### config.mk
export PLATFORM = sky130hd
export DESIGN_NAME = ashp_device_flat
export DESIGN_NICKNAME = d
export VERILOG_FILES = /design/src/hw/ashp_pkg.sv /design/src/hw/ashp_if.sv /design/src/hw/ashp_sync.sv /design/src/hw/ashp_device.sv /design/src/flat_wrapper.sv
export SDC_FILE = /design/constraint.sdc
export NUM_CORES = 1
export LEC_CHECK = 0
export BUFFER_PORTS_ARGS = -buffer_cell sky130_fd_sc_hd__buf_2
export CAP_MARGIN = 20
export CORE_ASPECT_RATIO = 1.75
export CORE_MARGIN = 1
export CORE_UTILIZATION = 45
export CTS_CLUSTER_SIZE = 30
export DETAILED_ROUTE_END_ITERATION = 8
export GPL_TIMING_DRIVEN = 0
export PLACE_DENSITY = 0.66
export REMOVE_ABC_BUFFERS = 1
export SYNTH_ARGS = -nofsm -noshare
export SYNTH_HDL_FRONTEND = slang
export SYNTH_SLANG_ARGS = --single-unit
### constraint.sdc
create_clock -name pclk -period 2.7 [get_ports pclk]
set_input_delay 0.54 -clock pclk [delete_from_list [all_inputs] [get_ports pclk]]
set_output_delay 0.54 -clock pclk [all_outputs]
set_load 0.02 [all_outputs]
### src/hw/ashp_pkg.sv
package ashp_pkg;
   // ----------------------------------------------------------------
   // Link and control byte layout
   // ----------------------------------------------------------------
   localparam int ASHP_RES_W = 16;
   localparam int ASHP_CB_W = 8;
   localparam int ASHP_CB_START = 7;
   localparam int ASHP_CB_BIP = 6;
   localparam int ASHP_CB_INT = 5;
   localparam int ASHP_CB_LONG = 4;
   localparam int ASHP_CB_CAL = 3;
   localparam logic [15:0] ASHP_BIP_FLIP = 16'h8000;
   localparam logic [5:0] ASHP_SHORT_ACQ = 6'h08;
   localparam logic [5:0] ASHP_LONG_ACQ = 6'h10;
   localparam logic [5:0] ASHP_RES_LAST = 6'h0f;
   localparam logic [2:0] ASHP_CTRL_LAST = 3'h7;

   // ----------------------------------------------------------------
   // Timing
   // ----------------------------------------------------------------
   localparam int ASHP_CLK_MHZ = 250;
   localparam int ASHP_INT_CONV_NS = 256;
   localparam int ASHP_INT_CONV_CYC = ASHP_INT_CONV_NS * ASHP_CLK_MHZ / 1000;
   localparam int ASHP_SCLK_HALF = 8;

   // ----------------------------------------------------------------
   // Host register map
   // ----------------------------------------------------------------
   localparam logic [7:0] ASHP_OFF_CTRL = 8'h00;
   localparam logic [7:0] ASHP_OFF_STAT = 8'h04;
   localparam logic [7:0] ASHP_OFF_RX = 8'h08;
   localparam logic [7:0] ASHP_OFF_IRQ = 8'h0c;
   localparam logic [7:0] ASHP_OFF_MASK = 8'h10;
   localparam logic [7:0] ASHP_OFF_PIN = 8'h14;
   localparam int ASHP_LEN_LSB = 8;
   localparam int ASHP_LEN_W = 6;
   localparam int ASHP_IRQ_DONE = 0;
   localparam int ASHP_IRQ_STRB = 1;
   localparam int ASHP_PIN_PD = 0;
   localparam int ASHP_PIN_RST = 1;
   localparam logic [1:0] ASHP_PIN_RST_VAL = 2'h3;

   typedef enum logic [4:0] {
      ASHP_HUNT  = 5'h01,
      ASHP_CTRL  = 5'h02,
      ASHP_EACQ  = 5'h04,
      ASHP_ECONV = 5'h08,
      ASHP_ICONV = 5'h10
   } ashp_state_t;
endpackage

### src/hw/ashp_if.sv
`timescale 1ns/1ps
interface ashp_if;
   logic cs_n;
   logic sclk;
   logic din;
   logic dout;
   logic dout_oe;
   logic strobe;
   logic strobe_oe;
   logic power_down_n;
   logic rst_n;
   logic user_out_zero;
   logic user_out_one;
   logic user_out_two;
   wire dout_w;
   wire strobe_w;

   // Released lines show the inverse of the last driven value
   assign dout_w = dout_oe ? dout : !dout;
   assign strobe_w = strobe_oe ? strobe : !strobe;

   modport dev (
      input cs_n, sclk, din, power_down_n, rst_n,
      output dout, dout_oe, strobe, strobe_oe, user_out_zero, user_out_one, user_out_two
   );
   modport host (
      output cs_n, sclk, din, power_down_n, rst_n,
      input dout_w, strobe_w, user_out_zero, user_out_one, user_out_two
   );
endinterface

### src/hw/ashp_sync.sv
`timescale 1ns/1ps
module ashp_sync #(
   parameter int W = 1,
   parameter logic [W-1:0] RST_VAL = '0
) (
   input wire logic clk,           // Sampling clock
   input wire logic rst_n,         // Async reset, active low
   input wire logic [W-1:0] d,     // Asynchronous inputs
   output logic [W-1:0] q          // Synchronised outputs
);
   logic [W-1:0] meta_q;

   always_ff @(posedge clk or negedge rst_n) begin
      if (!rst_n) begin
         meta_q <= RST_VAL;
         q <= RST_VAL;
      end else begin
         meta_q <= d;
         q <= meta_q;
      end
   end
endmodule

### src/hw/ashp_device.sv
`timescale 1ns/1ps
// Behaviour
// Power-down input low holds device in shutdown
// Internal mode: strobe low during conversion
// External mode: strobe high one period before MSB
// External mode: strobe released while select high
// Result shifted out MSB first
// Unipolar straight binary, bipolar two's complement
// Output updated on falling serial clock
// Hard reset restores all power-on defaults
// Control bits latched on rising serial clock
// External mode: serial clock paces conversion
// Select high makes device ignore traffic
// Serial output released while select high
// First one after select/completion starts byte
// User outputs follow bits 0-2, cleared on reset
// Short acquisition: strobe after seventh fall
// New start bit aborts current conversion
// Reset asynchronous, release synchronous, no partial byte
module ashp_device import ashp_pkg::*; #(
   parameter int CONV_CYC = ASHP_INT_CONV_CYC
) (
   input wire logic pclk,                  // System clock
   input wire logic presetn,               // Async reset, active low
   ashp_if.dev link,                       // Serial link pins
   input wire logic [15:0] analog_code,    // Digitised input, offset binary
   output logic shutdown,                  // Device in shutdown
   output logic busy                       // Acquisition or conversion running
);
   // ----------------------------------------------------------------
   // Result coding
   // ----------------------------------------------------------------
   function automatic logic [15:0] code_of(input logic bip, input logic [15:0] raw);
      // range coding
      code_of = bip ? (raw ^ ASHP_BIP_FLIP) : raw;
   endfunction

   // ----------------------------------------------------------------
   // Pin synchronisers and edges
   // ----------------------------------------------------------------
   logic sclk_s;
   logic cs_n_s;
   logic din_s;
   logic pd_n_s;
   logic rst_n_s;
   logic sclk_d_q;
   logic cs_n_d_q;

   ashp_sync #(.W(5), .RST_VAL(5'h0b)) u_sync (
      .clk(pclk),
      .rst_n(presetn),
      .d({link.sclk, link.cs_n, link.din, link.power_down_n, link.rst_n}),
      .q({sclk_s, cs_n_s, din_s, pd_n_s, rst_n_s})
   );

   always_ff @(posedge pclk or negedge presetn) begin
      if (!presetn) begin
         sclk_d_q <= 1'b0;
         cs_n_d_q <= 1'b1;
      end else begin
         sclk_d_q <= sclk_s;
         cs_n_d_q <= cs_n_s;
      end
   end

   // edges count only while selected and powered
   wire active = !cs_n_s && pd_n_s;
   wire rise = active && sclk_s && !sclk_d_q;
   wire fall = active && !sclk_s && sclk_d_q;
   wire cs_fall = !cs_n_s && cs_n_d_q;

   // ----------------------------------------------------------------
   // Sequencer state
   // ----------------------------------------------------------------
   ashp_state_t state_q;
   logic [7:0] ctl_q;
   logic [2:0] idx_q;
   logic [5:0] fcnt_q;
   logic [15:0] res_q;
   logic [2:0] pout_q;
   logic ext_q;
   logic bip_q;
   logic armed_q;
   logic dout_q;
   logic strobe_q;
   logic [$clog2(CONV_CYC+1)-1:0] conv_q;

   wire hunting = (state_q == ASHP_HUNT);
   // start bit is first one while hunting or after reselect
   wire start_seen = rise && din_s && (hunting || armed_q);
   // control bit latched on rising edge
   wire ctl_bit = rise && (state_q == ASHP_CTRL);
   wire ctl_done = ctl_bit && (idx_q == ASHP_CTRL_LAST);
   wire mode_bit = ctl_bit && ((3'h7 - idx_q) == ASHP_CB_INT[2:0]);
   wire [7:0] byte_full = ctl_q | ({7'h00, din_s} << (3'h7 - idx_q));
   wire ctl_ext = !ctl_q[ASHP_CB_INT];
   wire ctl_cal = ctl_q[ASHP_CB_CAL];
   wire [5:0] acq_len = ctl_q[ASHP_CB_LONG] ? ASHP_LONG_ACQ : ASHP_SHORT_ACQ;
   wire [5:0] fcnt_n = fcnt_q + 6'h01;
   wire ext_seq = (state_q == ASHP_CTRL) || (state_q == ASHP_EACQ) || (state_q == ASHP_ECONV);
   // strobe rises on the fall before the MSB fall
   wire strb_set = fall && ext_seq && ctl_ext && !ctl_cal && (fcnt_n == acq_len - 6'h01);
   wire msb_fall = fall && (state_q == ASHP_EACQ) && (fcnt_n == acq_len);
   wire last_fall = fall && (state_q == ASHP_ECONV) && (fcnt_n == acq_len + ASHP_RES_LAST);
   wire int_done = (state_q == ASHP_ICONV) && (conv_q == CONV_CYC[$bits(conv_q)-1:0] - 1'b1);
   wire [15:0] code_now = code_of(bip_q, analog_code);

   // ----------------------------------------------------------------
   // Control path
   // ----------------------------------------------------------------
   // hard reset pin or presetn returns defaults
   always_ff @(posedge pclk or negedge presetn) begin
      if (!presetn) begin
         state_q <= ASHP_HUNT;
         ctl_q <= 8'h00;
         idx_q <= 3'h0;
         fcnt_q <= 6'h00;
         pout_q <= 3'h0;
         ext_q <= 1'b0;
         bip_q <= 1'b0;
         armed_q <= 1'b0;
         conv_q <= '0;
      end else if (!rst_n_s) begin
         // partial byte discarded on hard reset
         state_q <= ASHP_HUNT;
         ctl_q <= 8'h00;
         idx_q <= 3'h0;
         fcnt_q <= 6'h00;
         // user outputs cleared by hard reset
         pout_q <= 3'h0;
         ext_q <= 1'b0;
         bip_q <= 1'b0;
         armed_q <= 1'b0;
         conv_q <= '0;
      end else if (!pd_n_s) begin
         // shutdown stops sequencing, user outputs kept
         state_q <= ASHP_HUNT;
         armed_q <= 1'b0;
      end else if (start_seen) begin
         // fresh byte abandons any running conversion
         state_q <= ASHP_CTRL;
         ctl_q <= 8'h80;
         idx_q <= 3'h1;
         fcnt_q <= 6'h00;
         armed_q <= 1'b0;
      end else begin
         if (cs_fall && !hunting) begin
            armed_q <= 1'b1;
         end
         if (fall && ext_seq) begin
            fcnt_q <= fcnt_n;
         end
         if (ctl_bit) begin
            ctl_q <= byte_full;
            idx_q <= idx_q + 3'h1;
         end
         if (ctl_done) begin
            // user outputs follow control bits 0-2
            pout_q <= byte_full[2:0];
            ext_q <= !byte_full[ASHP_CB_INT];
            bip_q <= byte_full[ASHP_CB_BIP];
            conv_q <= '0;
            state_q <= byte_full[ASHP_CB_INT] ? ASHP_ICONV : ASHP_EACQ;
         end
         // external conversion paced by serial clock falls
         if (msb_fall) begin
            state_q <= ASHP_ECONV;
         end
         if (last_fall) begin
            state_q <= ASHP_HUNT;
         end
         if (state_q == ASHP_ICONV) begin
            conv_q <= conv_q + 1'b1;
         end
         if (int_done) begin
            state_q <= ASHP_HUNT;
         end
      end
   end

   // ----------------------------------------------------------------
   // Data and strobe path
   // ----------------------------------------------------------------
   always_ff @(posedge pclk or negedge presetn) begin
      if (!presetn) begin
         res_q <= 16'h0000;
         dout_q <= 1'b0;
         strobe_q <= 1'b1;
      end else if (!rst_n_s) begin
         res_q <= 16'h0000;
         dout_q <= 1'b0;
         strobe_q <= 1'b1;
      end else if (!pd_n_s || start_seen) begin
         strobe_q <= !ext_q;
      end else if (mode_bit) begin
         // Idle level follows the clock mode being loaded
         strobe_q <= din_s;
      end else if (ctl_done && byte_full[ASHP_CB_INT]) begin
         // internal conversion pulls strobe low
         strobe_q <= 1'b0;
      end else if (int_done) begin
         // strobe high again once finished
         strobe_q <= 1'b1;
         if (!ctl_cal) begin
            dout_q <= code_now[15];
            res_q <= {code_now[14:0], 1'b0};
         end
      end else if (strb_set) begin
         // one serial period ahead of MSB decision
         strobe_q <= 1'b1;
      end else if (msb_fall) begin
         strobe_q <= 1'b0;
         if (!ctl_cal) begin
            // MSB first; R07: on the falling edge
            dout_q <= code_now[15];
            res_q <= {code_now[14:0], 1'b0};
         end
      end else if (fall) begin
         // next bit on each falling edge
         dout_q <= res_q[15];
         res_q <= {res_q[14:0], 1'b0};
      end
   end

   // ----------------------------------------------------------------
   // Pin drive
   // ----------------------------------------------------------------
   assign link.dout = dout_q;
   // serial output released while deselected
   assign link.dout_oe = !cs_n_s;
   assign link.strobe = strobe_q;
   // strobe released while deselected in external mode
   assign link.strobe_oe = ext_q ? !cs_n_s : 1'b1;
   assign link.user_out_zero = pout_q[0];
   assign link.user_out_one = pout_q[1];
   assign link.user_out_two = pout_q[2];
   assign shutdown = !pd_n_s;
   assign busy = !hunting;
endmodule

### src/flat_wrapper.sv
// flat-port wrapper written by rule: the top's interface ports become plain ports
module ashp_device_flat import ashp_pkg::*;
#(
   parameter int CONV_CYC = ASHP_INT_CONV_CYC
)
  (pclk, presetn, analog_code, shutdown, busy, link_cs_n, link_sclk, link_din, link_power_down_n, link_rst_n, link_dout, link_dout_oe, link_strobe, link_strobe_oe, link_user_out_zero, link_user_out_one, link_user_out_two);
  ashp_if link_i ();
  input wire logic pclk;
  input wire logic presetn;
  input wire logic [15:0] analog_code;
  output logic shutdown;
  output logic busy;
  input wire logic [$bits(link_i.cs_n)-1:0] link_cs_n;
  input wire logic [$bits(link_i.sclk)-1:0] link_sclk;
  input wire logic [$bits(link_i.din)-1:0] link_din;
  input wire logic [$bits(link_i.power_down_n)-1:0] link_power_down_n;
  input wire logic [$bits(link_i.rst_n)-1:0] link_rst_n;
  output wire logic [$bits(link_i.dout)-1:0] link_dout;
  output wire logic [$bits(link_i.dout_oe)-1:0] link_dout_oe;
  output wire logic [$bits(link_i.strobe)-1:0] link_strobe;
  output wire logic [$bits(link_i.strobe_oe)-1:0] link_strobe_oe;
  output wire logic [$bits(link_i.user_out_zero)-1:0] link_user_out_zero;
  output wire logic [$bits(link_i.user_out_one)-1:0] link_user_out_one;
  output wire logic [$bits(link_i.user_out_two)-1:0] link_user_out_two;
  assign link_i.cs_n = link_cs_n;
  assign link_i.sclk = link_sclk;
  assign link_i.din = link_din;
  assign link_i.power_down_n = link_power_down_n;
  assign link_i.rst_n = link_rst_n;
  assign link_dout = link_i.dout;
  assign link_dout_oe = link_i.dout_oe;
  assign link_strobe = link_i.strobe;
  assign link_strobe_oe = link_i.strobe_oe;
  assign link_user_out_zero = link_i.user_out_zero;
  assign link_user_out_one = link_i.user_out_one;
  assign link_user_out_two = link_i.user_out_two;
  ashp_device #(.CONV_CYC(CONV_CYC)) u_core (.pclk(pclk), .presetn(presetn), .link(link_i), .analog_code(analog_code), .shutdown(shutdown), .busy(busy));
endmodule
# Word level (Yosys, flattened, before mapping)
# Index checks and enable logic that the tools add are counted.
# totals
output_inout_bits,9
register_bits,65
elab_cells,159
inputBits,23
# classes
bitwise,2
reduce_logical,40
n_eq_ne,25
mux,69
add_sub_neg,6
shift,1
# op_table
cell,n
$mux W16,10
$mux W5,9
$mux W7,5
$mux W8,4
$mux W1,29
$mux W3,8
$mux W6,4
$logic_and A1 B1 Y1,22
$eq A6 B6 Y1,3
$logic_not A1 Y1,9
$ne A3 B1 Y1 const B,3
$ne A2 B2 Y1 const B,4
$or A8 B8 Y8,1
$shl A1 B3 Y8,1
$add A7 B1 Y7 const B,1
$eq A7 B6 Y1 const B,1
$ne A7 B1 Y1 const B,1
$ne A7 B2 Y1 const B,1
$add A6 B1 Y6 const B,1
$add A6 B4 Y6 const B,1
$eq A3 B3 Y1 const B,2
$reduce_and A3 Y1,2
$sub A6 B1 Y6 const B,1
$eq A5 B1 Y1 const B,1
14 further kinds,19

# Logic depth before layout (Yosys ltp)
# Gate-level depths: netlist of the first run.
# logic_depth
word_depth,14
mapped_depth,8

# Cells and area by module
# A second synthesis of the first run with hierarchy kept.
# unflattened
hier_cells,318
area_unflattened_um2,3337.0
# by_module_without_submodules
mod,area_each_um2,cells_each,instances
ashp_device,3079.2,308,1
ashp_sync,257.7,10,1

# Least setup slack after synthesis of the first run
# No wires, ideal clock.
# synth_path
path_type,reg-to-reg
start,register u_core.state_q[1]
end,register u_core.res_q[15]
synth_period_minus_slack_ps,2531
setup_ps,121
path_buffers,0
setup_slack_ps,169
t_required_ps,2579
path_stages_with_launch,7
t_arrival_ps,2410
cell_sequence,dfrtp_1 or3_1 or3_1 or4_4 o31ai_4 mux2_2 a22o_1
# synth_via
elab_chain_len,10
word_cells_on_any_way,34
# synth_rtl
item,line,rtl
from (decl),ashp_device.sv:75,ashp_state_t state_q;
from (signal assigned),ashp_device.sv:163,state_q <= byte_full[ASHP_CB_INT] ? ASHP_ICONV : ASHP_EACQ;
$eq A5 B3 Y1,"ashp_device.sv:100, ashp_device.sv:103",
$logic_and A1 B1 Y1 (2 in a row),ashp_device.sv:103,wire msb_fall = fall && (state_q == ASHP_EACQ) && (fcnt_n == acq_len);
$mux W16,ashp_device.sv:211,end else if (msb_fall) begin
$mux W16,ashp_device.sv:208,end else if (strb_set) begin
$mux W16,ashp_device.sv:201,end else if (int_done) begin
$mux W16,ashp_device.sv:198,end else if (ctl_done && byte_full[ASHP_CB_INT]) begin
$mux W16,ashp_device.sv:195,end else if (mode_bit) begin
$mux W16,ashp_device.sv:193,end else if (!pd_n_s || start_seen) begin
$mux W16,ashp_device.sv:189,end else if (!rst_n_s) begin
to (signal assigned),ashp_device.sv:206,"res_q <= {code_now[14:0], 1'b0};"
to (signal assigned),ashp_device.sv:216,"res_q <= {code_now[14:0], 1'b0};"
to (signal assigned),ashp_device.sv:221,"res_q <= {res_q[14:0], 1'b0};"
to (decl),ashp_device.sv:79,logic [15:0] res_q;
# Parallel ways exist; a longest one is shown, timed or not. The select of a mux whose other input is x is not followed.
# A chain may end at the register's enable or synchronous reset.

# Worst setup path after layout of the first run
# Ends and elaborated chain as after synthesis.

==> run_summary.xml, run 1 <==
<?xml version="1.0" encoding="UTF-8"?>
<metrics>
  <group name="status">
    <metric name="status" unit="">finished, final reports clean</metric>
  </group>
  <group name="critical_path">
    <metric name="critPathArrivalTime" unit="ns">2.80</metric>
    <metric name="worst_setup_path_end_kind" unit="">register</metric>
    <metric name="critPathMaxFanout" unit="">3</metric>
    <metric name="cp-start-kind" unit="">register</metric>
    <metric name="worstSetupPathType" unit="">register to register</metric>
    <metric name="critical_path_required" unit="ns">2.92</metric>
  </group>
  <group name="detailed_routing">
    <metric name="drt_pass1_iterations" unit="">4</metric>
    <metric name="drc" unit="">0</metric>
    <metric name="vias_per_cell" unit="">5.83</metric>
    <metric name="route.detailed.wl_per_inst" unit="µm">15.8</metric>
    <metric name="totalWireLength" unit="mm">7.35</metric>
    <metric name="vias" unit="">2719</metric>
    <metric name="detailedRoute.firstIterationViolations" unit="">175</metric>
    <metric name="detail-route-antenna-nets" unit="">0</metric>
  </group>
  <group name="timing">
    <metric name="post-route-min-period" unit="ns">2.58</metric>
    <metric name="final.setup.worst_slack" unit="ns">0.122</metric>
    <metric name="timing.final.hold_violations" unit="">0</metric>
    <metric name="fin_tns_setup" unit="ns">0</metric>
    <metric name="fin_worst_hold_slack" unit="ns">0.280</metric>
    <metric name="setup_viol" unit="">0</metric>
    <metric name="finalMaxSlewViolations" unit="">0</metric>
    <metric name="maxClockFrequency" unit="MHz">388</metric>
    <metric name="final.setup_skew" unit="ns">0.00749</metric>
    <metric name="slew_headroom" unit="%">31.6</metric>
    <metric name="timing.final.crit_share" unit="%">95.5</metric>
    <metric name="tightest_slew" unit="ns">1.03</metric>
  </group>
  <group name="die">
    <metric name="io_pins" unit="">32</metric>
    <metric name="core" unit="µm²">7230</metric>
    <metric name="start_util" unit="%">47.0</metric>
    <metric name="placement_rows" unit="">41</metric>
    <metric name="die_boundary_width" unit="µm">67.7</metric>
    <metric name="die_y" unit="µm">117</metric>
    <metric name="dieArea" unit="µm²">7920</metric>
  </group>
  <group name="power">
    <metric name="share_seq_of_total_power" unit="%">43.3</metric>
    <metric name="fin_total_pwr" unit="mW">2.29</metric>
    <metric name="vdd_drop_max" unit="µV">389</metric>
    <metric name="intPower" unit="mW">1.82</metric>
    <metric name="clockPowerShare" unit="%">52.9</metric>
    <metric name="swShare" unit="%">20.4</metric>
    <metric name="leakage_power_of_the_design" unit="nW">1.83</metric>
    <metric name="comb_power_share" unit="%">3.8</metric>
    <metric name="pwr_density_cell" unit="nW/µm²">570</metric>
    <metric name="switching_power" unit="mW">0.466</metric>
  </group>
  <group name="synth">
    <metric name="ys_types" unit="">53</metric>
    <metric name="yosysTopAreaCell" unit="">dfrtp_1</metric>
    <metric name="synth_seq_area_share" unit="%">47.5</metric>
    <metric name="yosys.cell_count.top_type" unit="">dfrtp_1</metric>
    <metric name="synth-async-reset-ratio" unit="%">100</metric>
    <metric name="biggest_area_contributors_in_the_synthesized_netlist" unit="">dfrtp_1 (41%), dfstp_2 (7.0%), mux2i_1 (5.0%), nand2_1 (4.6%), a32o_1 (4.1%)</metric>
    <metric name="synthesis.area_per_instance" unit="µm²">9.91</metric>
    <metric name="syn-cell-area" unit="µm²">3400</metric>
    <metric name="postSynth.topFlopCell" unit="">dfrtp_1</metric>
    <metric name="synth_enable_flop_cells" unit="">0</metric>
    <metric name="postSynthCellCount" unit="">343</metric>
    <metric name="synth.yosys.warnings" unit="">0</metric>
    <metric name="yosys.area.top_type_share" unit="%">40.5</metric>
    <metric name="netlist_top_cells_count" unit="">dfrtp_1 (55), nand2_1 (42), nor2_1 (33), mux2i_1 (17), a32o_1 (14)</metric>
    <metric name="synth_seq_cells" unit="">64</metric>
  </group>
  <group name="placed_design">
    <metric name="port_buffers" unit="">31</metric>
    <metric name="placed_cells" unit="">442</metric>
    <metric name="detailed_place_hpwl" unit="mm">4.86</metric>
    <metric name="area_post_placement" unit="µm²">3550</metric>
    <metric name="pre_cts_ws" unit="ns">-0.750</metric>
    <metric name="globalplace.congestion" unit="">0.871</metric>
  </group>
  <group name="clock_network">
    <metric name="cts-htree-levels" unit="">3</metric>
    <metric name="clock_insertion_delay_at_the_later_pin_of_the_skew_report" unit="ns">0.33</metric>
    <metric name="tritoncts.num_buffers" unit="">9</metric>
    <metric name="max-clock-path-buffers" unit="">2</metric>
    <metric name="cts_root_buffer" unit="">clkbuf_16</metric>
    <metric name="tritoncts" unit="">built</metric>
    <metric name="clock_pin_transition_on_the_worst_setup_and_hold_timing_paths" unit="ns">0.05</metric>
    <metric name="clkSinkCount" unit="">64</metric>
  </group>
  <group name="cells_and_area">
    <metric name="n_antenna_cell" unit="">0</metric>
    <metric name="finalNonFillerCells" unit="">466</metric>
    <metric name="layout-area-overhead-vs-synth" unit="%">18.1</metric>
    <metric name="final.fill_count" unit="">626</metric>
    <metric name="drive_above_1_share" unit="%">23.9</metric>
    <metric name="final_area" unit="µm²">4010</metric>
    <metric name="finalCoreUtilization" unit="%">55.5</metric>
    <metric name="num-nets-final" unit="">405</metric>
  </group>
  <group name="global_routing">
    <metric name="grt_first_pass_wirelength" unit="mm">12.5</metric>
    <metric name="grt_start_max_net_pins" unit="">65</metric>
    <metric name="grt_antenna_before_repair" unit="">0</metric>
    <metric name="grt_overflow_total" unit="">0</metric>
    <metric name="grt_pass1_vias" unit="">2699</metric>
    <metric name="grt.total_usage" unit="%">21.6</metric>
  </group>
  <group name="job">
    <metric name="max-cap-violations" unit="">0</metric>
  </group>
  <group name="worst_hold_path">
    <metric name="holdCritPathClass" unit="">primary input to async pin</metric>
  </group>
</metrics>
## layout by cell type, fill, tap and decap left out, types with 8 or more instances in the layout
cell type,synthesis,layout
a21oi_1,12,11
a32o_1,14,14
buf_2,1,30
clkbuf_16,0,9
dfrtp_1,55,53
dfstp_2,9,9
inv_1,10,10
mux2i_1,17,17
nand2_1,42,42
nand3_1,11,11
nor2_1,33,31
nor3_1,8,8
o21ai_0,12,12
or2_1,10,10
or2_2,8,8
## worst paths after layout
kind	start	end	slack (ns)	depth (start not counted)
max in group asynchronous	presetn	u_core.fcnt_q[1]	1.85	1
worst min-delay path	presetn	u_core.conv_q[1]	0.28	1
worst min register to register	u_core.u_sync.meta_q[2]	u_core.u_sync.q[2]	0.35	0
worst max register to register	u_core.state_q[1]	u_core.res_q[15]	0.12	6
worst max-delay path	u_core.state_q[1]	u_core.res_q[15]	0.12	6
min in group pclk	link_rst_n	u_core.u_sync.meta_q[0]	0.30	1
## metal layers
layer / GRT usage [%] / share of wire, %
met3: 5.23 / 3.7
met4: 11.5 / 2.2
met5: 0 / 0
met2: 38.6 / 55
met1: 22.6 / 39
## cells by family after synthesis
logic type      Yosys count  share of synthesized area, %
simple gates            134                          19.1
mux                      18                          5.34
fa+ha+maj                 7                          2.58
xor+xnor                 13                          3.35
buf+inv                  28                          4.49
flops                    64                          47.5
compound gates           79                          17.6
## cell type report
| type | instances | area, µm² | area share [%] |
|---|---|---|---|
| clock buffer | 14 | 284 | 7.08 |
| clock inverter | 2 | 35.0 | 0.873 |
| inverter | 10 | 37.5 | 0.935 |
| multi-input combinational | 252 | 1720 | 42.9 |
| sequential | 64 | 1620 | 40.2 |
| tap | 86 | 108 | 2.68 |
| timing repair buffer | 38 | 214 | 5.33 |
## worst max-delay path, cell delays in order, from the launching register on
cell and delay, ns:
dfrtp_2 0.40, or3_4 0.37, or3_1 0.31, or4_4 0.48
o31ai_4 0.32, mux2_4 0.34, a22o_1 0.23
## registers in the layout, summed over array words and instances, names as in the netlist
name	cells
u_core.res_q	16
u_core.conv_q	7
u_core.ctl_q	7
u_core.fcnt_q	6
u_core.state_q	5
u_core.u_sync.meta_q	5
u_core.u_sync.q	5
u_core.idx_q	3
u_core.pout_q	3
u_core.armed_q	1
u_core.bip_q	1
u_core.cs_n_d_q	1
u_core.ext_q	1
u_core.link.dout	1
u_core.link.strobe	1
u_core.sclk_d_q	1
## power by group through the flow
stage	Clock, mW	Combinational (mW)	Sequential [mW]
6_report	1.21	0.0860	0.990
5_1_grt	1.29	0.0966	0.992
4_1_cts	1.23	0.0858	0.990
3_3_place_gp	0	0.0805	1.00
2_1_floorplan	0	0.0333	1.00
3_5_place_dp	0	0.0823	1.00
## repair_timing
action,CTS,global route
hold buffers,0,0
gates cloned,1,0
gates resized for setup,11,7
pin swaps,4,3
setup buffers,3,4
setup endpoints to repair,18,24
hold endpoints to repair,0,0
Power figures use the tool's default switching activity.
==> inputs of run 2 (changes only) <==
--- a/config.mk
+++ b/config.mk
@@ -14,7 +14,6 @@
 export DETAILED_ROUTE_END_ITERATION = 8
 export GPL_TIMING_DRIVEN = 0
 export PLACE_DENSITY = 0.66
-export REMOVE_ABC_BUFFERS = 1
 export SYNTH_ARGS = -nofsm -noshare
 export SYNTH_HDL_FRONTEND = slang
 export SYNTH_SLANG_ARGS = --single-unit
==> run_summary.xml, run 2 (synthesis gave the netlist of run 1 again) <==
<?xml version="1.0" encoding="UTF-8"?>
<metrics>
  <group name="status">
    <metric name="status" unit="">finished, final reports clean</metric>
  </group>
  <group name="cells_and_area">
    <metric name="largest_register" unit="">u_core.res_q</metric>
    <metric name="drive_above_1_share" unit="%">23.0</metric>
    <metric name="final_area" unit="µm²">4010</metric>
    <metric name="final_common_cell" unit="">dfrtp_1</metric>
    <metric name="finalCoreUtilization" unit="%">55.4</metric>
    <metric name="n_antenna_cell" unit="">0</metric>
    <metric name="reg.largest.list" unit="">u_core.res_q x16, u_core.conv_q x7, u_core.ctl_q x7</metric>
    <metric name="finalNonFillerCells" unit="">477</metric>
    <metric name="num-nets-final" unit="">416</metric>
    <metric name="layout_common_cells" unit="">dfrtp_1 (54), nand2_1 (42), nor2_1 (32)</metric>
    <metric name="largest_register_ff_count" unit="">16</metric>
    <metric name="layout-area-overhead-vs-synth" unit="%">17.9</metric>
  </group>
  <group name="clock_network">
    <metric name="clock_insertion_delay_at_the_later_pin_of_the_skew_report" unit="ns">0.33</metric>
    <metric name="max-clock-path-buffers" unit="">2</metric>
    <metric name="post_cts_hold_buffers" unit="">0</metric>
    <metric name="clock_pin_transition_on_the_worst_setup_and_hold_timing_paths" unit="ns">0.05</metric>
    <metric name="cts-htree-levels" unit="">3</metric>
    <metric name="tritoncts" unit="">built</metric>
    <metric name="tritoncts.num_buffers" unit="">9</metric>
    <metric name="cts_root_buffer" unit="">clkbuf_16</metric>
    <metric name="clkSinkCount" unit="">64</metric>
  </group>
  <group name="detailed_routing">
    <metric name="detail-route-antenna-nets" unit="">0</metric>
    <metric name="detailedRoute.firstIterationViolations" unit="">190</metric>
    <metric name="drt_pass1_iterations" unit="">4</metric>
    <metric name="vias_per_cell" unit="">5.71</metric>
    <metric name="drc" unit="">0</metric>
    <metric name="route.detailed.wl_per_inst" unit="µm">15.5</metric>
    <metric name="totalWireLength" unit="mm">7.41</metric>
    <metric name="vias" unit="">2725</metric>
  </group>
  <group name="timing">
    <metric name="fin_tns_setup" unit="ns">0</metric>
    <metric name="tightest_slew" unit="ns">0.804</metric>
    <metric name="timing.final.crit_share" unit="%">96.9</metric>
    <metric name="maxClockFrequency" unit="MHz">382</metric>
    <metric name="grt_setup_unrepaired" unit="">yes</metric>
    <metric name="timing.final.hold_violations" unit="">0</metric>
    <metric name="final.setup.worst_slack" unit="ns">0.0835</metric>
    <metric name="setup_viol" unit="">0</metric>
    <metric name="final.setup_skew" unit="ns">0.00544</metric>
    <metric name="finalMaxSlewViolations" unit="">0</metric>
    <metric name="slew_headroom" unit="%">46.4</metric>
    <metric name="post-route-min-period" unit="ns">2.62</metric>
    <metric name="fin_worst_hold_slack" unit="ns">0.296</metric>
  </group>
  <group name="power">
    <metric name="share_seq_of_total_power" unit="%">45.5</metric>
    <metric name="vdd_drop_max" unit="µV">427</metric>
    <metric name="clockPowerShare" unit="%">50.2</metric>
    <metric name="switching_power" unit="mW">0.466</metric>
    <metric name="comb_power_share" unit="%">4.2</metric>
    <metric name="intPower" unit="mW">1.70</metric>
    <metric name="pwr_density_cell" unit="nW/µm²">541</metric>
    <metric name="leakage_power_of_the_design" unit="nW">1.83</metric>
    <metric name="fin_total_pwr" unit="mW">2.17</metric>
    <metric name="swShare" unit="%">21.5</metric>
  </group>
  <group name="die">
    <metric name="dieArea" unit="µm²">7920</metric>
    <metric name="placement_rows" unit="">41</metric>
    <metric name="io_pins" unit="">32</metric>
    <metric name="die_boundary_width" unit="µm">67.7</metric>
    <metric name="core" unit="µm²">7230</metric>
    <metric name="start_util" unit="%">47.0</metric>
    <metric name="die_y" unit="µm">117</metric>
  </group>
  <group name="worst_hold_path">
    <metric name="holdCritPathClass" unit="">primary input to async pin</metric>
  </group>
  <group name="critical_path">
    <metric name="critical_path.cell_chain" unit="">or3_1 -&gt; or3_1 -&gt; or4_4 -&gt; o31ai_4 -&gt; mux2_4 -&gt; a22o_1</metric>
    <metric name="worstSetupPathType" unit="">register to register</metric>
    <metric name="critical_path_required" unit="ns">2.92</metric>
    <metric name="cp-start-kind" unit="">register</metric>
    <metric name="critical_path.most_common_cell" unit="">or3_1</metric>
    <metric name="cp_slowest_cell" unit="">or4_4</metric>
    <metric name="critPathMaxStageDelay" unit="ns">0.44</metric>
    <metric name="critPathArrivalTime" unit="ns">2.83</metric>
    <metric name="worst_setup_path_end_kind" unit="">register</metric>
    <metric name="critPathMaxFanout" unit="">5</metric>
  </group>
  <group name="placed_design">
    <metric name="globalplace.congestion" unit="">0.969</metric>
    <metric name="detailed_place_hpwl" unit="mm">5.32</metric>
    <metric name="pre_cts_ws" unit="ns">-0.243</metric>
    <metric name="area_post_placement" unit="µm²">3660</metric>
    <metric name="placed_cells" unit="">460</metric>
    <metric name="port_buffers" unit="">31</metric>
  </group>
  <group name="global_routing">
    <metric name="grt_overflow_total" unit="">0</metric>
    <metric name="grt_antenna_before_repair" unit="">0</metric>
    <metric name="grt_first_pass_wirelength" unit="mm">11.9</metric>
    <metric name="grt_pass1_vias" unit="">2607</metric>
    <metric name="grt.total_usage" unit="%">20.4</metric>
    <metric name="grt_start_max_net_pins" unit="">65</metric>
  </group>
  <group name="synth">
    <metric name="synth.net_count" unit="">373</metric>
  </group>
  <group name="job">
    <metric name="max-cap-violations" unit="">0</metric>
  </group>
</metrics>
run 2: changes by cell type in the layout (fill, tap and decap cells not counted), moves of 2 or more:
cell,change
buf_4,-5
buf_6,+5
clkbuf_1,+8
clkbuf_2,+3
clkinv_2,+2
run 2: timing repair:
action	in CTS	in global routing
endpoints found under the setup margin	16	15
cloned	0	0
setup buffers	1	0
resized for setup	6	6
run 2: final timing paths:
kind	depth (start not counted)	slack, ns	start	endpoint
worst max-delay path	6	0.08	u_core.state_q[1]	u_core.res_q[15]
max in group asynchronous	1	1.83	presetn	u_core.state_q[1]
worst min-delay path	1	0.30	presetn	u_core.conv_q[2]
worst max register to register	6	0.08	u_core.state_q[1]	u_core.res_q[15]
min in group pclk	1	0.31	link_cs_n	u_core.u_sync.meta_q[3]
worst min register to register	0	0.35	u_core.u_sync.meta_q[2]	u_core.u_sync.q[2]
run 2: final cells by class:
type                            instances  area (µm²)
Clock inverter                          3        15.0
Tap cell                               86         108
Multi-Input combinational cell        251        1680
Clock buffer                           13         270
Timing Repair Buffer                   32         165
Fill cell                             656        3230
Buffer                                 18         118
Inverter                               10        37.5
Sequential cell                        64        1610
run 2: power groups by stage:
stage / sequential (mW) / clock (mW) / combinational (mW)
CTS: 0.985 / 1.11 / 0.0923
global placement: 1.00 / 0 / 0.0888
finish: 0.986 / 1.09 / 0.0921
global route: 0.987 / 1.15 / 0.103
floorplan: 1.00 / 0 / 0.0387
detailed placement: 1.00 / 0 / 0.0902
run 2: critical path: cells and delay by family, from the launching register on:
kind	cells	cell delay, ns
compound gates	2	0.56
flops	1	0.41
mux	1	0.33
simple gates	3	1.20
run 2: per-layer routing:
metal	global-route usage [%]	part of all wire, %	up-vias
met1	20.3	39	1344
li1	-	-	1313
met5	0	0	-
met2	37.8	55	51
met3	3.59	2.9	17
met4	12.3	2.5	0
